**src/shared/nvm_pkg.sv**
```systemverilog
// Shared constants and types for the data EEPROM access control block
package nvm_pkg;

    // ------------------------------------------------------------
    // Register map (byte addresses on the AXI4-Lite port)
    // ------------------------------------------------------------
    localparam int NVM_AXI_AW = 5;
    localparam logic [4:0] NVM_OFS_CTRL = 5'h00;
    localparam logic [4:0] NVM_OFS_KEY = 5'h04;
    localparam logic [4:0] NVM_OFS_DATA = 5'h08;
    localparam logic [4:0] NVM_OFS_ADDR = 5'h0C;
    localparam logic [4:0] NVM_OFS_STATUS = 5'h10;
    localparam logic [4:0] NVM_OFS_CLEAR = 5'h14;
    localparam logic [4:0] NVM_OFS_ENABLE = 5'h18;

    // ------------------------------------------------------------
    // Array geometry, unlock key values, reset values
    // ------------------------------------------------------------
    localparam int NVM_DEPTH = 64;
    localparam int NVM_ADDR_W = 6;
    localparam int NVM_DATA_W = 8;
    localparam int NVM_CTRL_W = 5;
    localparam int NVM_WRITE_CYCLES = 2000;
    localparam logic [7:0] NVM_KEY_FIRST = 8'h55;
    localparam logic [7:0] NVM_KEY_SECOND = 8'hAA;
    localparam logic [4:0] NVM_CTRL_RESET = 5'h00;
    localparam logic [7:0] NVM_DATA_RESET = 8'h00;
    localparam logic [5:0] NVM_ADDR_RESET = 6'h00;
    localparam logic [1:0] NVM_IRQ_RESET = 2'h0;
    localparam logic [1:0] NVM_RESP_OKAY = 2'h0;
    localparam logic [1:0] NVM_RESP_SLVERR = 2'h2;

    // ------------------------------------------------------------
    // Field layouts
    // ------------------------------------------------------------
    // Control register, bit 0 is the read strobe
    typedef struct packed {
        logic doneFlag;
        logic abortFlag;
        logic writePermit;
        logic writeStrobe;
        logic readStrobe;
    } nvm_ctrl_t;

    // Interrupt status, clear and enable layout
    typedef struct packed {
        logic abortEvt;
        logic doneEvt;
    } nvm_irq_t;

    typedef enum logic [1:0] {
        KEY_IDLE,
        KEY_FIRST_SEEN,
        KEY_ARMED
    } nvm_key_state_t;

endpackage

```
**src/design/nvm_access_ctrl.sv**
```systemverilog
// Data EEPROM access control with AXI4-Lite register port
// ------------------------------------------------------------
// ------------------------------------------------------------
//
// The address map and the AXI4-Lite slave port were left to the implementer.
module nvm_access_ctrl
    import nvm_pkg::*;
#(
    parameter int unsigned WRITE_CYCLES = NVM_WRITE_CYCLES
) (
    input wire logic clk,
    input wire logic srst,
    input wire logic extResetReq,
    input wire logic watchdogResetReq,
    input wire logic [NVM_AXI_AW-1:0] s_axi_awaddr,
    input wire logic s_axi_awvalid,
    output logic s_axi_awready,
    input wire logic [31:0] s_axi_wdata,
    input wire logic [3:0] s_axi_wstrb,
    input wire logic s_axi_wvalid,
    output logic s_axi_wready,
    output logic [1:0] s_axi_bresp,
    output logic s_axi_bvalid,
    input wire logic s_axi_bready,
    input wire logic [NVM_AXI_AW-1:0] s_axi_araddr,
    input wire logic s_axi_arvalid,
    output logic s_axi_arready,
    output logic [31:0] s_axi_rdata,
    output logic [1:0] s_axi_rresp,
    output logic s_axi_rvalid,
    input wire logic s_axi_rready,
    output logic irq
);

    localparam int CNT_W = $clog2(WRITE_CYCLES + 1);
    // ------------------------------------------------------------
    // State
    // ------------------------------------------------------------
    nvm_ctrl_t ctrl, next_ctrl, wrCtrl;
    nvm_key_state_t keyState, next_keyState;
    logic [NVM_DATA_W-1:0] dataReg, next_dataReg, memOut;
    logic [NVM_ADDR_W-1:0] addrReg, next_addrReg;
    logic [CNT_W-1:0] count, next_count;
    nvm_irq_t irqEnable, next_irqEnable, irqStatus, wrIrq;
    logic [NVM_DATA_W-1:0] mem [NVM_DEPTH];
    logic resetEvt, writeEnd, commit, doWrite, regWrite, arFire;
    logic awHeld, next_awHeld, wHeld, next_wHeld, wLane, next_wLane;
    logic [NVM_AXI_AW-1:0] awAddr, next_awAddr;
    logic [7:0] wByte, next_wByte;
    logic bvalid, next_bvalid, rvalid, next_rvalid;
    logic [1:0] bresp, next_bresp, rresp, next_rresp;
    logic [31:0] rdata, next_rdata;
    // ------------------------------------------------------------
    // Decoding
    // ------------------------------------------------------------
    function automatic logic isMapped(input logic [NVM_AXI_AW-1:0] a);
        case ({a[4:2], 2'h0})
            NVM_OFS_CTRL, NVM_OFS_KEY, NVM_OFS_DATA, NVM_OFS_ADDR,
            NVM_OFS_STATUS, NVM_OFS_CLEAR, NVM_OFS_ENABLE: isMapped = 1'b1;
            default: isMapped = 1'b0;
        endcase
    endfunction
    function automatic logic [NVM_AXI_AW-1:0] wordOf(
        input logic [NVM_AXI_AW-1:0] a);
        wordOf = {a[4:2], 2'h0};
    endfunction

    assign irqStatus = '{abortEvt: ctrl.abortFlag, doneEvt: ctrl.doneFlag};
    assign irq = |(irqStatus & irqEnable);
    assign resetEvt = extResetReq | watchdogResetReq;
    assign memOut = mem[addrReg];

    // ------------------------------------------------------------
    // AXI4-Lite slave
    // ------------------------------------------------------------
    assign s_axi_awready = !awHeld && !bvalid;
    assign s_axi_wready = !wHeld && !bvalid;
    assign s_axi_arready = !rvalid;
    assign s_axi_bvalid = bvalid;
    assign s_axi_bresp = bresp;
    assign s_axi_rvalid = rvalid;
    assign s_axi_rresp = rresp;
    assign s_axi_rdata = rdata;
    assign doWrite = awHeld && wHeld;
    assign regWrite = doWrite && wLane && isMapped(awAddr);
    assign arFire = s_axi_arvalid && !rvalid;
    assign wrCtrl = nvm_ctrl_t'(wByte[NVM_CTRL_W-1:0]);
    assign wrIrq = nvm_irq_t'(wByte[1:0]);

    always_comb begin
        next_awHeld = awHeld;
        next_awAddr = awAddr;
        next_wHeld = wHeld;
        next_wByte = wByte;
        next_wLane = wLane;
        next_bvalid = bvalid;
        next_bresp = bresp;
        next_rvalid = rvalid;
        next_rresp = rresp;
        next_rdata = rdata;
        if (s_axi_awvalid && s_axi_awready) begin
            next_awHeld = 1'b1;
            next_awAddr = s_axi_awaddr;
        end
        if (s_axi_wvalid && s_axi_wready) begin
            next_wHeld = 1'b1;
            next_wByte = s_axi_wdata[7:0];
            next_wLane = s_axi_wstrb[0];
        end
        if (doWrite) begin
            next_awHeld = 1'b0;
            next_wHeld = 1'b0;
            next_bvalid = 1'b1;
            next_bresp = isMapped(awAddr) ? NVM_RESP_OKAY : NVM_RESP_SLVERR;
        end
        if (bvalid && s_axi_bready) begin
            next_bvalid = 1'b0;
        end
        if (rvalid && s_axi_rready) begin
            next_rvalid = 1'b0;
        end
        if (arFire) begin
            next_rvalid = 1'b1;
            next_rresp = isMapped(s_axi_araddr) ? NVM_RESP_OKAY
                                                : NVM_RESP_SLVERR;
            next_rdata = 32'h0000_0000;
            case (wordOf(s_axi_araddr))
                NVM_OFS_CTRL: next_rdata = {27'h0, ctrl};
                NVM_OFS_DATA: next_rdata = {24'h0, dataReg};
                NVM_OFS_ADDR: next_rdata = {26'h0, addrReg};
                NVM_OFS_STATUS: next_rdata = {30'h0, irqStatus};
                NVM_OFS_ENABLE: next_rdata = {30'h0, irqEnable};
                default: next_rdata = 32'h0000_0000;
            endcase
        end
    end

    always_ff @(posedge clk) begin
        if (srst) begin
            awHeld <= 1'b0;
            awAddr <= '0;
            wHeld <= 1'b0;
            wByte <= 8'h00;
            wLane <= 1'b0;
            bvalid <= 1'b0;
            bresp <= NVM_RESP_OKAY;
            rvalid <= 1'b0;
            rresp <= NVM_RESP_OKAY;
            rdata <= 32'h0000_0000;
        end else begin
            awHeld <= next_awHeld;
            awAddr <= next_awAddr;
            wHeld <= next_wHeld;
            wByte <= next_wByte;
            wLane <= next_wLane;
            bvalid <= next_bvalid;
            bresp <= next_bresp;
            rvalid <= next_rvalid;
            rresp <= next_rresp;
            rdata <= next_rdata;
        end
    end

    // ------------------------------------------------------------
    // Control, unlock sequence and write cycle
    // ------------------------------------------------------------
    always_comb begin
        next_ctrl = ctrl;
        next_keyState = keyState;
        next_dataReg = dataReg;
        next_addrReg = addrReg;
        next_count = count;
        next_irqEnable = irqEnable;
        writeEnd = 1'b0;
        if (ctrl.readStrobe) begin
            next_dataReg = memOut;
            next_ctrl.readStrobe = 1'b0;
        end
        if (ctrl.writeStrobe) begin
            if (count == '0) begin
                writeEnd = 1'b1;
                next_ctrl.writeStrobe = 1'b0;
            end else begin
                next_count = count - 1'b1;
            end
        end
        if (regWrite) begin
            // Any register write other than the next key step disarms
            next_keyState = KEY_IDLE;
            case (wordOf(awAddr))
                NVM_OFS_CTRL: begin
                    if (wrCtrl.readStrobe) begin
                        next_ctrl.readStrobe = 1'b1;
                    end
                    next_ctrl.writePermit = wrCtrl.writePermit;
                    if (!wrCtrl.abortFlag) begin
                        next_ctrl.abortFlag = 1'b0;
                    end
                    if (!wrCtrl.doneFlag) begin
                        next_ctrl.doneFlag = 1'b0;
                    end
                    if (wrCtrl.writeStrobe && keyState == KEY_ARMED &&
                        ctrl.writePermit && !ctrl.writeStrobe) begin
                        next_ctrl.writeStrobe = 1'b1;
                        next_count = CNT_W'(WRITE_CYCLES - 1);
                    end
                end
                NVM_OFS_KEY: begin
                    if (!ctrl.writeStrobe) begin
                        if (wByte == NVM_KEY_FIRST) begin
                            next_keyState = KEY_FIRST_SEEN;
                        end else if (wByte == NVM_KEY_SECOND &&
                                     keyState == KEY_FIRST_SEEN) begin
                            next_keyState = KEY_ARMED;
                        end
                    end
                end
                NVM_OFS_DATA: next_dataReg = wByte;
                NVM_OFS_ADDR: next_addrReg = wByte[NVM_ADDR_W-1:0];
                NVM_OFS_CLEAR: begin
                    if (wrIrq.abortEvt) begin
                        next_ctrl.abortFlag = 1'b0;
                    end
                    if (wrIrq.doneEvt) begin
                        next_ctrl.doneFlag = 1'b0;
                    end
                end
                NVM_OFS_ENABLE: next_irqEnable = wrIrq;
                default: next_keyState = KEY_IDLE;
            endcase
        end
        // Hardware sets win over software clears in the same cycle
        if (writeEnd) begin
            next_ctrl.doneFlag = 1'b1;
        end
        if (resetEvt) begin
            if (ctrl.writeStrobe) begin
                next_ctrl.abortFlag = 1'b1;
                next_ctrl.doneFlag = ctrl.doneFlag;
            end
            next_ctrl.writeStrobe = 1'b0;
            next_ctrl.readStrobe = 1'b0;
            next_ctrl.writePermit = 1'b0;
            next_keyState = KEY_IDLE;
            next_count = '0;
            next_dataReg = dataReg;
            next_addrReg = addrReg;
        end
    end
    assign commit = writeEnd && !resetEvt;
    always_ff @(posedge clk) begin
        if (srst) begin
            ctrl <= nvm_ctrl_t'(NVM_CTRL_RESET);
            keyState <= KEY_IDLE;
            dataReg <= NVM_DATA_RESET;
            addrReg <= NVM_ADDR_RESET;
            count <= '0;
            irqEnable <= nvm_irq_t'(NVM_IRQ_RESET);
        end else begin
            ctrl <= next_ctrl;
            keyState <= next_keyState;
            dataReg <= next_dataReg;
            addrReg <= next_addrReg;
            count <= next_count;
            irqEnable <= next_irqEnable;
        end
    end

    // Array content is nonvolatile and takes no reset
    always_ff @(posedge clk) begin
        if (commit) begin
            mem[addrReg] <= dataReg;
        end
    end
endmodule

```
**config.mk**
```make
export PLATFORM = sky130hd
export DESIGN_NAME = nvm_access_ctrl
export DESIGN_NICKNAME = d
export VERILOG_FILES = /design/src/shared/nvm_pkg.sv /design/src/design/nvm_access_ctrl.sv
export SDC_FILE = /design/constraint.sdc
export NUM_CORES = 1
export LEC_CHECK = 0
export ABC_AREA = 1
export BUFFER_PORTS_ARGS = -buffer_cell sky130_fd_sc_hd__buf_2
export CELL_PAD_IN_SITES_DETAIL_PLACEMENT = 1
export CELL_PAD_IN_SITES_GLOBAL_PLACEMENT = 1
export CORE_MARGIN = 2
export CORE_UTILIZATION = 50
export DETAILED_ROUTE_END_ITERATION = 10
export PLACE_DENSITY_LB_ADDON = 0.05
export SKIP_LAST_GASP = 1
export SLEW_MARGIN = 20
export SYNTH_ARGS = -nofsm -noshare
export SYNTH_HDL_FRONTEND = slang
export SYNTH_SLANG_ARGS = --single-unit
```
**constraint.sdc**
```tcl
create_clock -name clk -period 2.45 [get_ports clk]
set_input_delay 0.3675 -clock clk [delete_from_list [all_inputs] [get_ports clk]]
set_output_delay 0.3675 -clock clk [all_outputs]
set_load 0.01 [all_outputs]
```
==> Yosys cells after proc, flatten, opt, wreduce, memory -nomap -nowiden <==
Memory sizes are Yosys's and may differ from the RTL's. A register that Yosys moved wholly into a read port is not among the register bits.
Index checks and enable logic that the tools add are counted.
{ "op_classes": {"add_sub_neg": 1, "n_eq_ne": 17, "muxes": 41, "bitwise_logic": 5, "reduce_logical": 35} }
{ "ops": {"columns": ["operator", "n"], "rows": [
  ["$mux 11", 5],
  ["$pmux 8 s5", 1],
  ["$mux 8", 3],
  ["$mux 1", 19],
  ["$eq 3x3->1 const B", 6],
  ["$logic_and 1x1->1", 15],
  ["$mux 2", 7],
  ["$reduce_or 7->1", 2],
  ["$eq 3x2->1 const B", 4],
  ["$mux 6", 2],
  ["$logic_not 11->1", 1],
  ["$sub 11x1->11 const B", 1],
  ["$mux 5", 2],
  ["$eq 8x7->1 const B", 1],
  ["$eq 8x8->1 const B", 1],
  ["$reduce_or 2->1", 4],
  ["$eq 3x1->1 const B", 2],
  ["$logic_not 1->1", 6],
  ["$logic_not 3->1", 2],
  ["$pmux 2 s2", 1],
  ["$reduce_and 2->1", 2],
  ["$reduce_or 4->1", 1],
  ["$mux 3", 1],
  ["$not 1->1", 3],
  ["7 further kinds", 7]
]} }
{ "word_totals": {"ff_bits": 88, "ramBits": 512, "input_bits": 55, "memories": 1} }
{ "memory_table": {"columns": ["name", "depth", "word_bits", "read_ports", "rd_ports_with_merged_regs", "wr", "line", "text"], "rows": [
  ["mem", 64, 8, 1, 1, 1, "nvm_access_ctrl.sv:45", "logic [NVM_DATA_W-1:0] mem [NVM_DEPTH];"]
]} }

==> Logic depth before layout (Yosys ltp) <==
{ "depth": {"depth_word": 10, "depth_mapped": 16, "mapped_depth_nobuf": 13} }

==> Worst setup path after synthesis <==
No wires, ideal clock.
{ "synth_timing": {"path_kind": "register to register", "from": "register count[0]", "to": "memory mem[0][0] (enable)", "setup_time_ps": 370, "t_arrival_ps": 1817, "required_time_ps": 2080, "path_slack_ps": 262, "stages_incl_launch_ff": 9, "cell_sequence": "dfxtp_1 > inv_1 > ha_1 > nand2_1 > nor4_1 > nand4_1 > nor2_1 > nand3_1 > nor2_1"} }
{ "synth_via": {"elab_chain_len": 6} }
{ "synth_rtl": {"columns": ["item", "line", "text"], "rows": [
  ["start: declaration", "nvm_access_ctrl.sv:43", "logic [CNT_W-1:0] count, next_count;"],
  ["start signal: assignment", "nvm_access_ctrl.sv:264", "count <= next_count;"],
  ["$logic_not 11->1", "nvm_access_ctrl.sv:180", "if (count == '0) begin"],
  ["$mux 1", "nvm_access_ctrl.sv:180", null],
  ["$mux 1", "nvm_access_ctrl.sv:179", "if (ctrl.writeStrobe) begin"],
  ["$logic_and 1x1->1", "nvm_access_ctrl.sv:250", "assign commit = writeEnd && !resetEvt;"],
  ["$mux 1", "nvm_access_ctrl.sv:271", "if (commit) begin"],
  ["$mux 1 (not written as such)", "nvm_access_ctrl.sv:272", "mem[addrReg] <= dataReg;"],
  ["end: declaration", "nvm_access_ctrl.sv:45", null]
]} }
No other way between the ends.

==> out/qor.yml <==
status: "complete, no violations"
grt_remaining_overflow: 0
core_sq_um: 47600
area_delta_synth_final_pct: 13.9
hold_violations: 0
layout_setup_ws_ns: 0.156
hold_path.class: "in -> reg"
drt_iter0_drc: 1322
fmaxAchievable_mhz: 436
cap_violations: 0
tightest_slew_ns: 0.803
io_pins: 97
final_nets: 2393
die_area_sq_um: 50000
grt_max_degree: 89
ir_worst_vdd_mv: 0.606
crit_arrival_ns: 2.82
die_y_um: 224
cts_tree: "done"
dp.cells: 2887
endpoint_kind: "flop"
drc: 0
path_max_fanout: 22
num_vias: 16724
die_w_um: 224
gp_congestion: 0.877
synth_cell_types: 33
numCtsBuffers: 60
clockRootBuffer: "clkbuf_16"
clock_path_buffers: 3
ys_ff_latch: 578
finalClockSkew_ns: 0.0239
path_common_cell: "nand2_1"
place_area_sq_um: 25500
setup_viol: 0
total_power_uw: 20300
cp_slowest_cell: "dfxtp_4"
startpoint_type: "flop"
insertion_delay_ns: 0.63
seq_area_frac_synth: 0.692
fin_crit_sh: 0.936
synth_area_sq_um: 24100
gr-usage-all-layers: 0.268
critPathMaxStageDelay_ns: 0.37
htreeDepth: 2
drt-total-wl_um: 65800
reg2regPathDepth: 15
p_leak_uw: 0.0103
pre_cts_ws_ns: -0.0550
row_count: 80
final_area_sq_um: 27500
syn_avg_cell_area_sq_um: 10.8
crit_chain: "buf_12, buf_4, buf_4, nand2_1, nand3_1, nand3_1, nand2_1, nand2_1, nand3_1, nand2_1, nand2_1, nand3_1, nand2_1, nand2_1, a21oi_1"
drtAntennaViolNets: 0
clock_sinks: 578
worst_ep_required_time_ns: 2.98
crit_type: "reg -> reg"
grt_pass1_vias: 17492
dp_hpwl_um: 42200
yosysWarnings: 0
drv_slew: 0
hold_depth: 3
wl_per_cell_um: 21.9
grt_pass1_wl_um: 101000
timing.slew.headroom: 0.465
drive_above_1_share: 0.117
power.density_nw_per_um2: 737
firstDrtPassIters: 5
syn_inst: 2226
vias_per_cell: 5.58
io_buffers: 39
period_minus_slack_ns: 2.29
diodes: 0
clk_pin_slew_ns: 0.06
initial_core_util: 0.506
antenna_found_initial: 0
stdcell_count: 2999
## stage by stage
stage | TNS, ns | hold WS (ns) | util
final | 0 | 0.0394 | 0.577
after global routing | -0.00500 | 0.0320 | 0.577
after CTS | 0 | 0.00799 | 0.576
after detailed placement | -2.66 | 0.463 | 0.534
after global placement | -0.251 | 0.454 | 0.534
after floorplan | 0 | 0.440 | -
## cell families (layout without fill, tap and decap cells)
group	Yosys count	in the layout	synth area share
AOI/OAI and AO/OA	116	116	0.0251
xor gates and xnor gates	2	2	0.000726
adders and majority gates	2	2	0.00104
buffers and inverters	204	337	0.0482
DFF	578	578	0.692
other	1	26	0.000155
and+or+nand+nor	1323	1323	0.233
## critical path, delay by kind of cell, from the launching register on
| family | cells | cell delay [ns] |
|---|---|---|
| simple gates | 11 | 1.06 |
| flops | 1 | 0.37 |
| compound gates | 1 | 0.15 |
| buf+inv | 3 | 0.61 |
## metal layers
layer | routed length [um] | track usage | vias to the layer above
li1 | - | - | 7887
met1 | 28100 | 0.356 | 8362
met2 | 32600 | 0.455 | 359
met5 | 0 | 0 | -
met4 | 2040 | 0.0880 | 0
met3 | 3120 | 0.0417 | 116
## worst paths after layout
kind                        start             end  slack (ns)
setup / recovery             flop      dataReg[6]        0.16
hold reg to reg    s_axi_rdata[3]  s_axi_rdata[3]        0.47
hold / removal    s_axi_awaddr[2]       awAddr[2]        0.04
setup reg to reg             flop      dataReg[6]        0.16
## report_power, final
group | switching, uW | leakage (uW) | internal [uW]
Combinational | 299 | 0.00409 | 93.2
Clock | 3730 | 0.000956 | 5280
Sequential | 97.1 | 0.00525 | 10800
## area by class of cell
class / instances / area (sq um)
Tap cell: 615 / 769
Timing Repair Buffer: 169 / 1430
Multi-Input combinational cell: 1469 / 6390
Fill cell: 5043 / 20200
Sequential cell: 578 / 16700
Clock inverter: 31 / 278
Inverter: 58 / 225
Clock buffer: 79 / 1670
## layout by cell type, fill, tap and decap left out, types with 5 or more instances in the layout
cell type,Yosys,final
nand2_1,753,753
edfxtp_1,512,512
nand3_1,456,454
buf_4,35,104
nor2_1,84,79
clkbuf_16,0,63
a21oi_1,60,60
dfxtp_1,66,55
inv_1,55,54
o21ai_0,47,47
buf_2,46,39
conb_1,1,26
buf_12,0,19
clkinv_1,0,13
clkbuf_1,22,12
nor3_1,10,10
nand4_1,9,9
dfxtp_2,0,9
clkinv_2,0,9
nor4_1,6,6
buf_6,24,6
bufinv_16,0,5
## flip-flops by register name (all words and copies together), names as in the netlist, named ones only
register and flops:
keyState 2, awHeld 1, mem 512, s_axi_bresp 1, wHeld 1, s_axi_rvalid 1, wLane 1, wByte 8
irqEnable 2, addrReg 6, awAddr 3, s_axi_rdata 8, count 11, s_axi_rresp 1, ctrl 5, s_axi_bvalid 1
dataReg 8
## Yosys cell counts
cell type | count | share of area
a211oi_1 | 1 | 0.00031
a21oi_1 | 60 | 0.012
a22o_1 | 2 | 0.00073
a22oi_1 | 2 | 0.00062
a31oi_1 | 1 | 0.00026
buf_1 | 17 | 0.0026
buf_2 | 46 | 0.0095
buf_4 | 35 | 0.011
buf_6 | 24 | 0.011
buf_8 | 2 | 0.0012
clkbuf_1 | 22 | 0.0034
clkinv_4 | 1 | 0.00036
conb_1 | 1 | 0.00016
dfxtp_1 | 66 | 0.055
edfxtp_1 | 512 | 0.64
ha_1 | 2 | 0.0010
inv_1 | 55 | 0.0086
inv_2 | 2 | 0.00031
nand2_1 | 753 | 0.12
nand3_1 | 456 | 0.095
nand4_1 | 9 | 0.0023
nor2_1 | 84 | 0.013
nor2_2 | 1 | 0.00026
nor2_4 | 2 | 0.00093
nor3_1 | 10 | 0.0021
nor4_1 | 6 | 0.0016
nor4_2 | 1 | 0.00052
o21a_1 | 1 | 0.00031
o21ai_0 | 47 | 0.0098
o31ai_1 | 2 | 0.00062
or2_2 | 1 | 0.00026
xnor2_1 | 1 | 0.00036
xor2_1 | 1 | 0.00036
## timing repair
action	in CTS	in global routing
cloned	0	0
setup endpoints to repair	171	197
hold buffers	1	0
hold endpoints to repair	1	0
setup buffers	1	0
gates resized for setup	2	13
pin swaps	1	0
Power figures use the tool's default switching activity.
